### src/afd_defs.svh
// Purpose: register offsets, field positions, reset values, timing counts
// Assumes: 15-bit serial port addresses, byte-wide registers
// Notes:   included by bare name
`ifndef AFD_DEFS_SVH
`define AFD_DEFS_SVH
`define AFD_A_UTH0   15'h247
`define AFD_A_UTH1   15'h248
`define AFD_A_LTH0   15'h249
`define AFD_A_LTH1   15'h24a
`define AFD_A_DWL0   15'h24b
`define AFD_A_DWL1   15'h24c
`define AFD_A_SMC    15'h270
`define AFD_A_PER0   15'h271
`define AFD_A_PER1   15'h272
`define AFD_A_PER2   15'h273
`define AFD_A_PKA0   15'h274
`define AFD_A_PKA1   15'h275
`define AFD_A_PKB0   15'h276
`define AFD_A_PKB1   15'h277
`define AFD_A_FDC    15'h559
`define AFD_A_ORC    15'h562
`define AFD_A_ORS    15'h563
`define AFD_SMC_PEAK_BIT 1
`define AFD_FDC_EN_BIT   0
`define AFD_REG_RST  8'h00
`define AFD_MAG_SAT  13'h1fff
`define AFD_FD_LAT_MAX 28
`endif

### src/afd_pkg.sv
// Purpose: shared types of the amplitude supervision block
// Assumes: nothing
// Notes:   constants live in afd_defs.svh
package afd_pkg;
  typedef enum logic [2:0] {
    ST_IDLE, ST_ADDR, ST_WDATA, ST_RDATA, ST_WAIT
  } afd_spi_type;
endpackage : afd_pkg

### src/afd_fast_detect.sv
// Purpose: per-channel threshold flag with hysteresis and dwell
// Assumes: one magnitude per clock
// Notes:   flag appears two clocks after the sample
`timescale 1ns/1ps
`default_nettype none
module afd_fast_detect #(
  parameter int MAG_W = 13,
  parameter int DW_W  = 16
) (
  input  wire logic             i_mclk,
  input  wire logic             i_rst,
  input  wire logic             i_en,
  input  wire logic [MAG_W-1:0] i_mag,
  input  wire logic [MAG_W-1:0] i_uth,
  input  wire logic [MAG_W-1:0] i_lth,
  input  wire logic [DW_W-1:0]  i_dwell,
  output logic                  o_flag
);
  logic            flag_ff;
  logic [DW_W-1:0] cnt_ff;
  wire above = i_mag > i_uth;
  wire below = i_mag < i_lth;
  wire dwell_done = cnt_ff >= i_dwell;

  // set at once, clear after dwell below lower threshold
  always_ff @(posedge i_mclk) begin
    if (i_rst || !i_en) begin
      flag_ff <= 1'b0;
      cnt_ff  <= '0;
    end else if (above) begin
      flag_ff <= 1'b1;
      cnt_ff  <= '0;
    end else if (flag_ff && below) begin
      if (dwell_done) begin
        flag_ff <= 1'b0;
        cnt_ff  <= '0;
      end else begin
        cnt_ff <= cnt_ff + 1'b1;
      end
    end else begin
      cnt_ff <= '0;
    end
  end
  assign o_flag = flag_ff;

  a_fd_set: assert property (@(posedge i_mclk) disable iff (i_rst)
    i_en && above |=> flag_ff) else $error("flag not set above upper");
  a_fd_hold: assert property (@(posedge i_mclk) disable iff (i_rst)
    $fell(flag_ff) && $past(i_en) |-> $past(below) && $past(cnt_ff) >= $past(i_dwell))
    else $error("flag cleared before dwell elapsed");
  a_dwell_restart: assert property (@(posedge i_mclk) disable iff (i_rst)
    i_en && flag_ff && !below |=> cnt_ff == '0) else $error("dwell count kept");
  c_fd_clear: cover property (@(posedge i_mclk) $fell(flag_ff) && $past(i_en));
endmodule : afd_fast_detect
`default_nettype wire

### src/afd_peak_monitor.sv
// Purpose: peak magnitude over a programmed number of decimated samples
// Assumes: i_dec_en is a one-clock pulse per decimated sample
// Notes:   holding register keeps last result while disabled
`timescale 1ns/1ps
`default_nettype none
module afd_peak_monitor #(
  parameter int MAG_W = 13,
  parameter int PER_W = 24
) (
  input  wire logic             i_mclk,
  input  wire logic             i_rst,
  input  wire logic             i_en,
  input  wire logic             i_dec_en,
  input  wire logic [MAG_W-1:0] i_mag,
  input  wire logic [PER_W-1:0] i_period,
  output logic      [MAG_W-1:0] o_peak
);
  logic [PER_W-1:0] tmr_ff;
  logic [MAG_W-1:0] store_ff;
  logic [MAG_W-1:0] hold_ff;
  logic             en_d_ff;
  logic             seed_ff;
  wire start = i_en && !en_d_ff;
  wire last  = tmr_ff == PER_W'(1);
  wire [MAG_W-1:0] best = (seed_ff || i_mag > store_ff) ? i_mag : store_ff;

  // timer, magnitude store and holding register
  always_ff @(posedge i_mclk) begin
    en_d_ff <= i_rst ? 1'b0 : i_en;
    if (i_rst) begin
      tmr_ff <= '0;
      store_ff <= '0;
      hold_ff <= '0;
      seed_ff <= 1'b0;
    end else if (start) begin
      tmr_ff <= i_period;
      store_ff <= i_mag;
      seed_ff <= 1'b0;
    end else if (i_en && i_dec_en) begin
      store_ff <= best;
      seed_ff <= last;
      if (last) begin
        hold_ff <= best;
        tmr_ff <= i_period;
      end else begin
        tmr_ff <= tmr_ff - 1'b1;
      end
    end
  end
  assign o_peak = hold_ff;

  a_pm_load: assert property (@(posedge i_mclk) disable iff (i_rst)
    start |=> tmr_ff == $past(i_period)) else $error("period not loaded");
  a_pm_reload: assert property (@(posedge i_mclk) disable iff (i_rst)
    i_en && en_d_ff && i_dec_en && last |=> hold_ff == $past(best)
      && tmr_ff == $past(i_period) && seed_ff) else $error("period end wrong");
  a_pm_peak: assert property (@(posedge i_mclk) disable iff (i_rst)
    i_en && en_d_ff && i_dec_en && !seed_ff |=> store_ff >= $past(i_mag))
    else $error("store below sample");
  c_pm_end: cover property (@(posedge i_mclk) i_en && i_dec_en && last);
endmodule : afd_peak_monitor
`default_nettype wire

### src/afd_top.sv
// Purpose: overrange, fast detect and signal monitor for two channels
// Assumes: one sample per i_mclk, serial port slower than i_mclk/8
// Notes:   serial frame is 16 instruction bits then 8 data bits
`timescale 1ns/1ps
`default_nettype none
`include "afd_defs.svh"

// Notes on behaviour
// - overrange flag delayed to match sample latency
// - status pins carry overrange only with chip-select high
// - four sticky overrange bits, one per virtual converter
// - clear-register bit set clears matching sticky bit
// - flag set immediately above upper threshold when enabled
// - flag clears after dwell time below lower threshold
// - upper threshold two bytes, flag within 28 clocks
// - lower threshold 13 bits over two registers
// - thresholds on magnitude scale, full scale two^13
// - dwell time 1 to 65535 clocks, two registers
// - each channel own detector and own pin
// - peak is 13-bit magnitude over 24-bit period
// - period programmed first, control bit 1 enables
// - enable loads period into decimated down-counter
// - store seeded with magnitude, then keeps maximum
// - at count one copy peak, reload, reseed
// - peak holding register readable over serial port
module afd_top
  import afd_pkg::*;
#(
  parameter int SMP_W   = 14,
  parameter int MAG_W   = 13,
  parameter int PER_W   = 24,
  parameter int SMP_LAT = 1
) (
  input  wire logic             i_mclk,
  input  wire logic             i_rst,
  input  wire logic             i_spi_csb,
  input  wire logic             i_spi_sclk,
  input  wire logic             i_spi_sdi,
  output logic                  o_spi_sdo,
  output logic                  o_spi_sdo_oe,
  input  wire logic [SMP_W-1:0] i_smp_a,
  input  wire logic [SMP_W-1:0] i_smp_b,
  input  wire logic [1:0]       i_core_ovr,
  input  wire logic [3:0]       i_vc_ovr,
  input  wire logic             i_dec_en,
  output logic                  o_status_p,
  output logic                  o_status_n,
  output logic                  o_threshold_flag_pin_first,
  output logic                  o_threshold_flag_pin_second
);
  // pin synchronisers, three stages each
  logic [2:0] csb_s_ff;
  logic [2:0] sclk_s_ff;
  logic [2:0] sdi_s_ff;
  logic       csb_ff;
  logic       sclk_ff;
  logic       sclk_d_ff;
  logic       sdi_ff;

  // serial port state
  afd_spi_type st_ff;
  logic [15:0] ish_ff;
  logic [7:0]  wsh_ff;
  logic [7:0]  rsh_ff;
  logic [3:0]  cnt_ff;
  logic        sdo_ff;
  logic        wr_en_ff;
  logic [14:0] wr_addr_ff;
  logic [7:0]  wr_data_ff;

  // registers
  logic [7:0]  uth0_ff;
  logic [7:0]  uth1_ff;
  logic [7:0]  lth0_ff;
  logic [7:0]  lth1_ff;
  logic [7:0]  dwl0_ff;
  logic [7:0]  dwl1_ff;
  logic [7:0]  smc_ff;
  logic [7:0]  per0_ff;
  logic [7:0]  per1_ff;
  logic [7:0]  per2_ff;
  logic [7:0]  fdc_ff;
  logic [7:0]  orc_ff;
  logic [3:0]  sticky_ff;
  logic [SMP_LAT-1:0] ovr_dly_ff;
  logic        status_ff;

  // per-channel datapath
  logic [SMP_W-1:0] smp [2];
  logic [MAG_W-1:0] mag_ff [2];
  logic [MAG_W-1:0] peak [2];
  logic [1:0]       flag;

  // synchroniser: clean level moves once stages two and three agree
  always_ff @(posedge i_mclk) begin
    csb_s_ff  <= {csb_s_ff[1:0], i_spi_csb};
    sclk_s_ff <= {sclk_s_ff[1:0], i_spi_sclk};
    sdi_s_ff  <= {sdi_s_ff[1:0], i_spi_sdi};
  end

  // filtered pin levels
  always_ff @(posedge i_mclk) begin
    if (i_rst) begin
      csb_ff    <= 1'b1;
      sclk_ff   <= 1'b0;
      sclk_d_ff <= 1'b0;
      sdi_ff    <= 1'b0;
    end else begin
      if (csb_s_ff[1] == csb_s_ff[2]) csb_ff <= csb_s_ff[2];
      if (sclk_s_ff[1] == sclk_s_ff[2]) sclk_ff <= sclk_s_ff[2];
      if (sdi_s_ff[1] == sdi_s_ff[2]) sdi_ff <= sdi_s_ff[2];
      sclk_d_ff <= sclk_ff;
    end
  end

  // serial clock edges and instruction fields
  wire        sclk_rise = sclk_ff && !sclk_d_ff;
  wire        sclk_fall = !sclk_ff && sclk_d_ff;
  wire        ins_rd    = ish_ff[14];
  wire [14:0] ins_addr  = {ish_ff[13:0], sdi_ff};
  wire        ins_last  = (st_ff == ST_ADDR) && sclk_rise && cnt_ff == 4'hf;
  wire        dat_last  = sclk_rise && cnt_ff == 4'h7;
  wire [7:0]  rdata;

  // serial port frame sequencer
  always_ff @(posedge i_mclk) begin
    if (i_rst || csb_ff) begin
      st_ff  <= ST_IDLE;
      cnt_ff <= 4'h0;
    end else begin
      case (st_ff)
        ST_IDLE: begin
          st_ff  <= ST_ADDR;
          cnt_ff <= 4'h0;
        end
        ST_ADDR: begin
          if (sclk_rise) cnt_ff <= cnt_ff + 4'h1;
          if (ins_last) st_ff <= ins_rd ? ST_RDATA : ST_WDATA;
        end
        ST_WDATA: begin
          if (sclk_rise) cnt_ff <= cnt_ff + 4'h1;
          if (sclk_rise && cnt_ff == 4'h7) st_ff <= ST_WAIT;
        end
        ST_RDATA: begin
          if (sclk_fall) cnt_ff <= cnt_ff + 4'h1;
          if (sclk_fall && cnt_ff == 4'h7) st_ff <= ST_WAIT;
        end
        ST_WAIT: st_ff <= ST_WAIT;
        default: st_ff <= ST_IDLE;
      endcase
    end
  end

  // shift registers: instruction in, write data in, read data out
  always_ff @(posedge i_mclk) begin
    if (i_rst) begin
      ish_ff <= 16'h0000;
      wsh_ff <= 8'h00;
      rsh_ff <= 8'h00;
      sdo_ff <= 1'b0;
    end else begin
      if (st_ff == ST_ADDR && sclk_rise) ish_ff <= {ish_ff[14:0], sdi_ff};
      if (st_ff == ST_WDATA && sclk_rise) wsh_ff <= {wsh_ff[6:0], sdi_ff};
      if (ins_last) rsh_ff <= rdata;
      if (st_ff == ST_RDATA && sclk_fall) begin
        sdo_ff <= rsh_ff[7];
        rsh_ff <= {rsh_ff[6:0], 1'b0};
      end
    end
  end

  // write strobe after the eighth data bit
  always_ff @(posedge i_mclk) begin
    if (i_rst) begin
      wr_en_ff   <= 1'b0;
      wr_addr_ff <= 15'h0000;
      wr_data_ff <= 8'h00;
    end else begin
      wr_en_ff <= !csb_ff && st_ff == ST_WDATA && dat_last;
      if (ins_last) wr_addr_ff <= ins_addr;
      if (st_ff == ST_WDATA && dat_last) wr_data_ff <= {wsh_ff[6:0], sdi_ff};
    end
  end
  assign o_spi_sdo    = sdo_ff;
  assign o_spi_sdo_oe = (st_ff == ST_RDATA) || (st_ff == ST_WAIT && ish_ff[15]);

  // register write decode
  wire we_uth0 = wr_en_ff && wr_addr_ff == `AFD_A_UTH0;
  wire we_uth1 = wr_en_ff && wr_addr_ff == `AFD_A_UTH1;
  wire we_lth0 = wr_en_ff && wr_addr_ff == `AFD_A_LTH0;
  wire we_lth1 = wr_en_ff && wr_addr_ff == `AFD_A_LTH1;
  wire we_dwl0 = wr_en_ff && wr_addr_ff == `AFD_A_DWL0;
  wire we_dwl1 = wr_en_ff && wr_addr_ff == `AFD_A_DWL1;
  wire we_smc  = wr_en_ff && wr_addr_ff == `AFD_A_SMC;
  wire we_per0 = wr_en_ff && wr_addr_ff == `AFD_A_PER0;
  wire we_per1 = wr_en_ff && wr_addr_ff == `AFD_A_PER1;
  wire we_per2 = wr_en_ff && wr_addr_ff == `AFD_A_PER2;
  wire we_fdc  = wr_en_ff && wr_addr_ff == `AFD_A_FDC;
  wire we_orc  = wr_en_ff && wr_addr_ff == `AFD_A_ORC;

  // writable registers
  always_ff @(posedge i_mclk) begin
    if (i_rst) begin
      {uth0_ff, uth1_ff, lth0_ff, lth1_ff} <= {4{`AFD_REG_RST}};
      {dwl0_ff, dwl1_ff, smc_ff, fdc_ff}   <= {4{`AFD_REG_RST}};
      {per0_ff, per1_ff, per2_ff, orc_ff}  <= {4{`AFD_REG_RST}};
    end else begin
      if (we_uth0) uth0_ff <= wr_data_ff;
      if (we_uth1) uth1_ff <= wr_data_ff;
      if (we_lth0) lth0_ff <= wr_data_ff;
      if (we_lth1) lth1_ff <= wr_data_ff;
      if (we_dwl0) dwl0_ff <= wr_data_ff;
      if (we_dwl1) dwl1_ff <= wr_data_ff;
      if (we_smc)  smc_ff  <= wr_data_ff;
      if (we_per0) per0_ff <= wr_data_ff;
      if (we_per1) per1_ff <= wr_data_ff;
      if (we_per2) per2_ff <= wr_data_ff;
      if (we_fdc)  fdc_ff  <= wr_data_ff;
      if (we_orc)  orc_ff  <= wr_data_ff;
    end
  end

  // register fields
  wire [MAG_W-1:0] uth    = {uth1_ff[4:0], uth0_ff};
  wire [MAG_W-1:0] lth    = {lth1_ff[4:0], lth0_ff};
  wire [15:0]      dwell  = {dwl1_ff, dwl0_ff};
  wire [PER_W-1:0] period = {per2_ff, per1_ff, per0_ff};
  wire             fd_en  = fdc_ff[`AFD_FDC_EN_BIT];
  wire             pk_en  = smc_ff[`AFD_SMC_PEAK_BIT];

  // read mux on the address just shifted in
  assign rdata =
    ins_addr == `AFD_A_UTH0 ? uth0_ff :
    ins_addr == `AFD_A_UTH1 ? uth1_ff :
    ins_addr == `AFD_A_LTH0 ? lth0_ff :
    ins_addr == `AFD_A_LTH1 ? lth1_ff :
    ins_addr == `AFD_A_DWL0 ? dwl0_ff :
    ins_addr == `AFD_A_DWL1 ? dwl1_ff :
    ins_addr == `AFD_A_SMC  ? smc_ff  :
    ins_addr == `AFD_A_PER0 ? per0_ff :
    ins_addr == `AFD_A_PER1 ? per1_ff :
    ins_addr == `AFD_A_PER2 ? per2_ff :
    ins_addr == `AFD_A_PKA0 ? peak[0][7:0] :
    ins_addr == `AFD_A_PKA1 ? {3'h0, peak[0][12:8]} :
    ins_addr == `AFD_A_PKB0 ? peak[1][7:0] :
    ins_addr == `AFD_A_PKB1 ? {3'h0, peak[1][12:8]} :
    ins_addr == `AFD_A_FDC  ? fdc_ff :
    ins_addr == `AFD_A_ORC  ? orc_ff :
    ins_addr == `AFD_A_ORS  ? {4'h0, sticky_ff} : 8'h00;

  // sticky overrange per virtual converter, set wins over clear
  always_ff @(posedge i_mclk) begin
    if (i_rst) sticky_ff <= 4'h0;
    else sticky_ff <= (sticky_ff & ~orc_ff[3:0]) | i_vc_ovr;
  end

  // overrange delayed by the sample latency, gated by chip-select
  always_ff @(posedge i_mclk) begin
    if (i_rst) begin
      ovr_dly_ff <= '0;
      status_ff  <= 1'b0;
    end else begin
      ovr_dly_ff <= SMP_LAT'({ovr_dly_ff, |i_core_ovr});
      status_ff  <= ovr_dly_ff[SMP_LAT-1] && csb_ff;
    end
  end
  assign o_status_p = status_ff;
  assign o_status_n = !status_ff;

  // per-channel magnitude, fast detect and peak monitor
  assign smp[0] = i_smp_a;
  assign smp[1] = i_smp_b;
  genvar ch;
  generate
    for (ch = 0; ch < 2; ch++) begin : g_ch
      wire [SMP_W-1:0] absv = smp[ch][SMP_W-1] ? SMP_W'(-smp[ch]) : smp[ch];
      wire [MAG_W-1:0] mag  = absv[SMP_W-1] ? `AFD_MAG_SAT : absv[MAG_W-1:0];
      always_ff @(posedge i_mclk) begin
        if (i_rst) mag_ff[ch] <= '0;
        else mag_ff[ch] <= mag;
      end
      afd_fast_detect #(.MAG_W(MAG_W), .DW_W(16)) u_fd (
        .i_mclk  (i_mclk),
        .i_rst   (i_rst),
        .i_en    (fd_en),
        .i_mag   (mag_ff[ch]),
        .i_uth   (uth),
        .i_lth   (lth),
        .i_dwell (dwell),
        .o_flag  (flag[ch])
      );
      afd_peak_monitor #(.MAG_W(MAG_W), .PER_W(PER_W)) u_pm (
        .i_mclk   (i_mclk),
        .i_rst    (i_rst),
        .i_en     (pk_en),
        .i_dec_en (i_dec_en),
        .i_mag    (mag_ff[ch]),
        .i_period (period),
        .o_peak   (peak[ch])
      );
    end
  endgenerate
  assign o_threshold_flag_pin_first  = flag[0];
  assign o_threshold_flag_pin_second = flag[1];

  a_sticky_set: assert property (@(posedge i_mclk) disable iff (i_rst)
    i_vc_ovr[0] |=> sticky_ff[0]) else $error("sticky bit not set");
  a_sticky_keep: assert property (@(posedge i_mclk) disable iff (i_rst)
    sticky_ff[1] && !orc_ff[1] |=> sticky_ff[1]) else $error("sticky bit lost");
  a_sticky_clr: assert property (@(posedge i_mclk) disable iff (i_rst)
    orc_ff[2] && !i_vc_ovr[2] |=> !sticky_ff[2]) else $error("clear ignored");
  a_status_gate: assert property (@(posedge i_mclk) disable iff (i_rst)
    !$past(csb_ff) |-> !status_ff) else $error("status with csb low");
  a_fd_latency: assert property (@(posedge i_mclk) disable iff (i_rst)
    fd_en && g_ch[0].mag > uth ##1 fd_en && mag_ff[0] > uth |-> ##[1:26] flag[0])
    else $error("flag later than 28 clocks");
  c_spi_write: cover property (@(posedge i_mclk) wr_en_ff && we_smc);
  c_spi_read: cover property (@(posedge i_mclk) ins_last && ins_rd);
endmodule : afd_top
`default_nettype wire

### config.mk
export PLATFORM = sky130hd
export DESIGN_NAME = afd_top
export DESIGN_NICKNAME = d
export VERILOG_FILES = /design/src/afd_pkg.sv /design/src/afd_fast_detect.sv /design/src/afd_peak_monitor.sv /design/src/afd_top.sv
export VERILOG_INCLUDE_DIRS = /design/src /design/src/src
export SDC_FILE = /design/constraint.sdc
export NUM_CORES = 1
export LEC_CHECK = 0
export ABC_AREA = 1
export BUFFER_PORTS_ARGS = -buffer_cell sky130_fd_sc_hd__buf_2
export CAP_MARGIN = 20
export CORE_ASPECT_RATIO = 1.75
export CORE_MARGIN = 4
export CORE_UTILIZATION = 55
export CTS_CLUSTER_DIAMETER = 50
export DETAILED_ROUTE_END_ITERATION = 7
export PLACE_DENSITY = 0.73
export SLEW_MARGIN = 20
export SYNTH_ARGS = -nofsm -noshare
export SYNTH_HDL_FRONTEND = slang
export SYNTH_HIERARCHICAL = 1
export SYNTH_SLANG_ARGS = --single-unit
### constraint.sdc
create_clock -name i_mclk -period 3 [get_ports i_mclk]
set_clock_uncertainty 0.15 [all_clocks]
set_input_delay 0 -clock i_mclk [delete_from_list [all_inputs] [get_ports i_mclk]]
set_output_delay 0 -clock i_mclk [all_outputs]
set_load 0.005 [all_outputs]
==> flow_summary_export.csv <==
group,metric,value,unit
grt,grt_pass1_vias,19426,
cells_and_area,area_delta_synth_final,14.8,%
placement,place_inst,3392,
cells_and_area,final_core_util,0.643,
route,wirelength,66100,um
timing,fmax,345,MHz
floorplan,dieWidth,152,um
grt,grt_use_total,0.336,
floorplan,num_rows,91,
synthesis,avgSynthCellArea,6.77,um^2
clocking,clock_latency,0.55,ns
synthesis,ys.flop_type,"dfxtp_1",
synthesis,synth-edff-count,0,
route,dr_total_vias,19794,
cells_and_area,fin_area,22800,um^2
timing,min_period_over_period,0.967,
route,wl_per_cell,18.7,um
route,drtIter0Drc,1384,
grt,antenna_found_initial,0,
worst_setup_path,crit_path_end_kind,"flop",
clocking,tritoncts,"built",
hold_path,holdPathEnd,"sticky_ff[1]",
worst_setup_path,required,3.33,ns
timing,timing.final.hold_violations,0,
worst_setup_path,crit_fanout,3,
clocking,cts_max_path_buffers,3,
grt,grt_max_degree,114,
cells_and_area,insertedDiodeCount,0,
route,via_per_inst,5.59,
clocking,cts.root.buffer_cell,"clkbuf_16",
synthesis,ys_ff_latch,342,
synthesis,netlist_area,19800,um^2
timing,setup_viol,0,
worst_setup_path,crit_type,"primary input to flop",
worst_setup_path,critPathLaunchType,"primary input",
timing,period_needed,2.90,ns
hold_path,min_from,"i_vc_ovr[1]",
worst_setup_path,crit-reg2reg-launch,"ish_ff[1]",
timing,worst_pin_slew,1.02,ns
floorplan,ioPinCount,46,
placement,gp_congestion,0.981,
cells_and_area,fin_nets,3204,
synthesis,syn_nets,3087,
cells_and_area,fill_cells,3170,
floorplan,dieArea,39300,um^2
clocking,htreeDepth,2,
timing,relSlewSlack,0.320,
outcome,status,"complete, no violations",
cells_and_area,multi_input_area,10700,um^2
placement,port_buffers,45,
floorplan,dieHeight,259,um
synthesis,ys_warn_count,6,
clocking,cts_buffers,36,
placement,postPlaceCellArea,20600,um^2
synthesis,ys_types,49,
run,drv_cap,0,
cells_and_area,layout.cells.non_filler,3539,
timing,setup_tns,0,ns
synthesis,async_flop_share,0,
placement,place_ws,0.290,ns
worst_setup_path,r2r_setup_slack,0.22,ns
worst_setup_path,reg2reg_depth,15,
clocking,clkTransAtPathRegs,0.07,ns
grt,grt.overflow.total,0,
power_and_ir_drop,p_per_area,458,nW/um^2
power_and_ir_drop,vdd_drop_max,0.507,mV
worst_setup_path,r2r-end,"rsh_ff[4]",
timing,timing.final.ws_setup,0.0989,ns
floorplan,core_area,35400,um^2
power_and_ir_drop,p_leak,0.00998,uW
route,route.detailed.drc,0,
clocking,clock-sinks,342,
timing,slew_violations,0,
cells_and_area,drive_gt1_frac,0.0982,
hold_path,min_path_cells,4,
placement,dpl.hpwl,47700,um
synthesis,synth_cells,2930,
route,antenna_left,0,
grt,grt_pass1_wl,103000,um
worst_setup_path,arrival,3.23,ns
route,drt_pre_antenna_iters,6,
hold_path,hold_class,"primary input to flop",
cells_and_area,regArea,6850,um^2
synthesis,synth_seq_area_share,0.345,
floorplan,initial_core_util,0.560,
-- synth_stat cells, types with 5 or more instances --
| cell | count | area [um^2] |
|---|---|---|
| inv_2 | 30 | 113 |
| or2_2 | 10 | 62.6 |
| buf_2 | 24 | 120 |
| o21ai_1 | 20 | 100 |
| nand4_1 | 48 | 300 |
| nor3_1 | 36 | 180 |
| buf_6 | 5 | 56.3 |
| ha_1 | 117 | 1460 |
| dfxtp_1 | 342 | 6850 |
| o21bai_1 | 8 | 60.1 |
| nor2_1 | 313 | 1170 |
| nand3_1 | 184 | 921 |
| xnor2_1 | 27 | 236 |
| xor2_1 | 27 | 236 |
| o21a_1 | 5 | 37.5 |
| clkbuf_1 | 57 | 214 |
| o21ai_0 | 255 | 1280 |
| nor2_2 | 41 | 257 |
| nand2_1 | 491 | 1840 |
| nand2_2 | 11 | 68.8 |
| nor4_1 | 7 | 43.8 |
| inv_1 | 466 | 1750 |
| a21oi_1 | 278 | 1390 |
| a31oi_1 | 8 | 50.1 |
| nor3_2 | 12 | 120 |
| a211oi_1 | 39 | 293 |
| nor2_4 | 8 | 90.1 |
| clkinv_1 | 10 | 37.5 |
-- sequential cells by signal, indices dropped and copies added (netlist names), 15 cells and up --
signal / flops
g_ch.u_fd/cnt_ff: 32
mag_ff: 26
wr_addr_ff: 15
g_ch.u_pm/store_ff: 26
ish_ff: 16
g_ch.u_pm/tmr_ff: 48
g_ch.u_pm/o_peak: 26
-- where the power goes --
part / leakage [uW] / internal (uW) / total (uW) / switching (uW)
sequential: 0.00277 / 4580 / 4660 / 72.3
combinational: 0.00658 / 320 / 781 / 461
clock: 0.000637 / 2980 / 4990 / 2010
-- placed cells by master (no fill, tap or decap), drive strengths merged, types with 7 or more instances in the layout --
master / instances
buf: 95
nand2: 503
dlygate4sd3: 78
or2: 10
inv: 503
nand4: 50
a31oi: 8
nor3: 51
nor4: 14
nor2: 362
o21ai: 275
ha: 117
nand3: 189
clkbuf: 43
xor2: 27
bufinv: 7
a21oi: 280
clkinv: 16
a211oi: 39
dfxtp: 342
o21bai: 8
xnor2: 27
-- what timing repair did --
action,in CTS,in global routing
resized for setup,0,14
hold endpoints to repair,64,0
setup endpoints to repair,0,17
hold buffers,79,0
buffers inserted,0,4
-- critical path, stage by stage --
cell,delay [ns]
dlygate4sd3_1,0.54
buf_2,0.14
nor3_2,0.21
nor3b_2,0.30
inv_1,0.10
nor4_2,0.26
nand2_1,0.12
nand2_1,0.12
nand2_1,0.07
dlygate4sd3_1,0.57
a31oi_1,0.21
dlygate4sd3_1,0.59
-- cell families after synthesis --
| family | after synthesis | share of synthesized area |
|---|---|---|
| and+or+nand+nor | 1190 | 0.272 |
| AOI/OAI and AO/OA | 626 | 0.167 |
| buffers and inverters | 600 | 0.118 |
| DFF | 342 | 0.345 |
| adders and majority gates | 118 | 0.0743 |
| xor gates and xnor gates | 54 | 0.0238 |
-- metrics by stage --
stage	hold slack, ns	power, uW
finish	0.0627	10400
global route	0.0696	10800
CTS	0.0453	10400
detailed placement	-0.0454	5400
global placement	-0.0469	5370
floorplan	-0.122	5170
-- final cells by class --
type | instances | share of cell area
clock buffers | 43 | 0.0430
clock inverters | 22 | 0.0143
inverters | 506 | 0.0834
multi-input cells | 1988 | 0.471
flip-flops and latches | 342 | 0.301
well taps | 465 | 0.0255
repair buffers | 173 | 0.0619
-- worst max path at each step --
| stage | from | endpoint | slack [ns] | cells past startpoint |
|---|---|---|---|---|
| floorplan | sdi_ff | rsh_ff[2] | 0.99 | 21 |
| global placement | ish_ff[1] | rsh_ff[4] | 0.30 | 15 |
| detailed placement | ish_ff[1] | rsh_ff[4] | 0.29 | 15 |
| CTS | i_smp_a[0] | mag_ff[0][5] | 0.05 | 12 |
| global route | i_smp_b[2] | mag_ff[1][7] | -0.09 | 13 |
| finish | i_smp_a[0] | mag_ff[0][9] | 0.1 | 12 |
-- per-layer routing --
layer	track usage	vias up	wire length [um]
li1	-	9729	-
met3	0.0403	253	2900
met5	0	-	0
met1	0.362	9199	24500
met2	0.606	613	33500
met4	0.217	0	5290
Power figures use the tool's default switching activity.
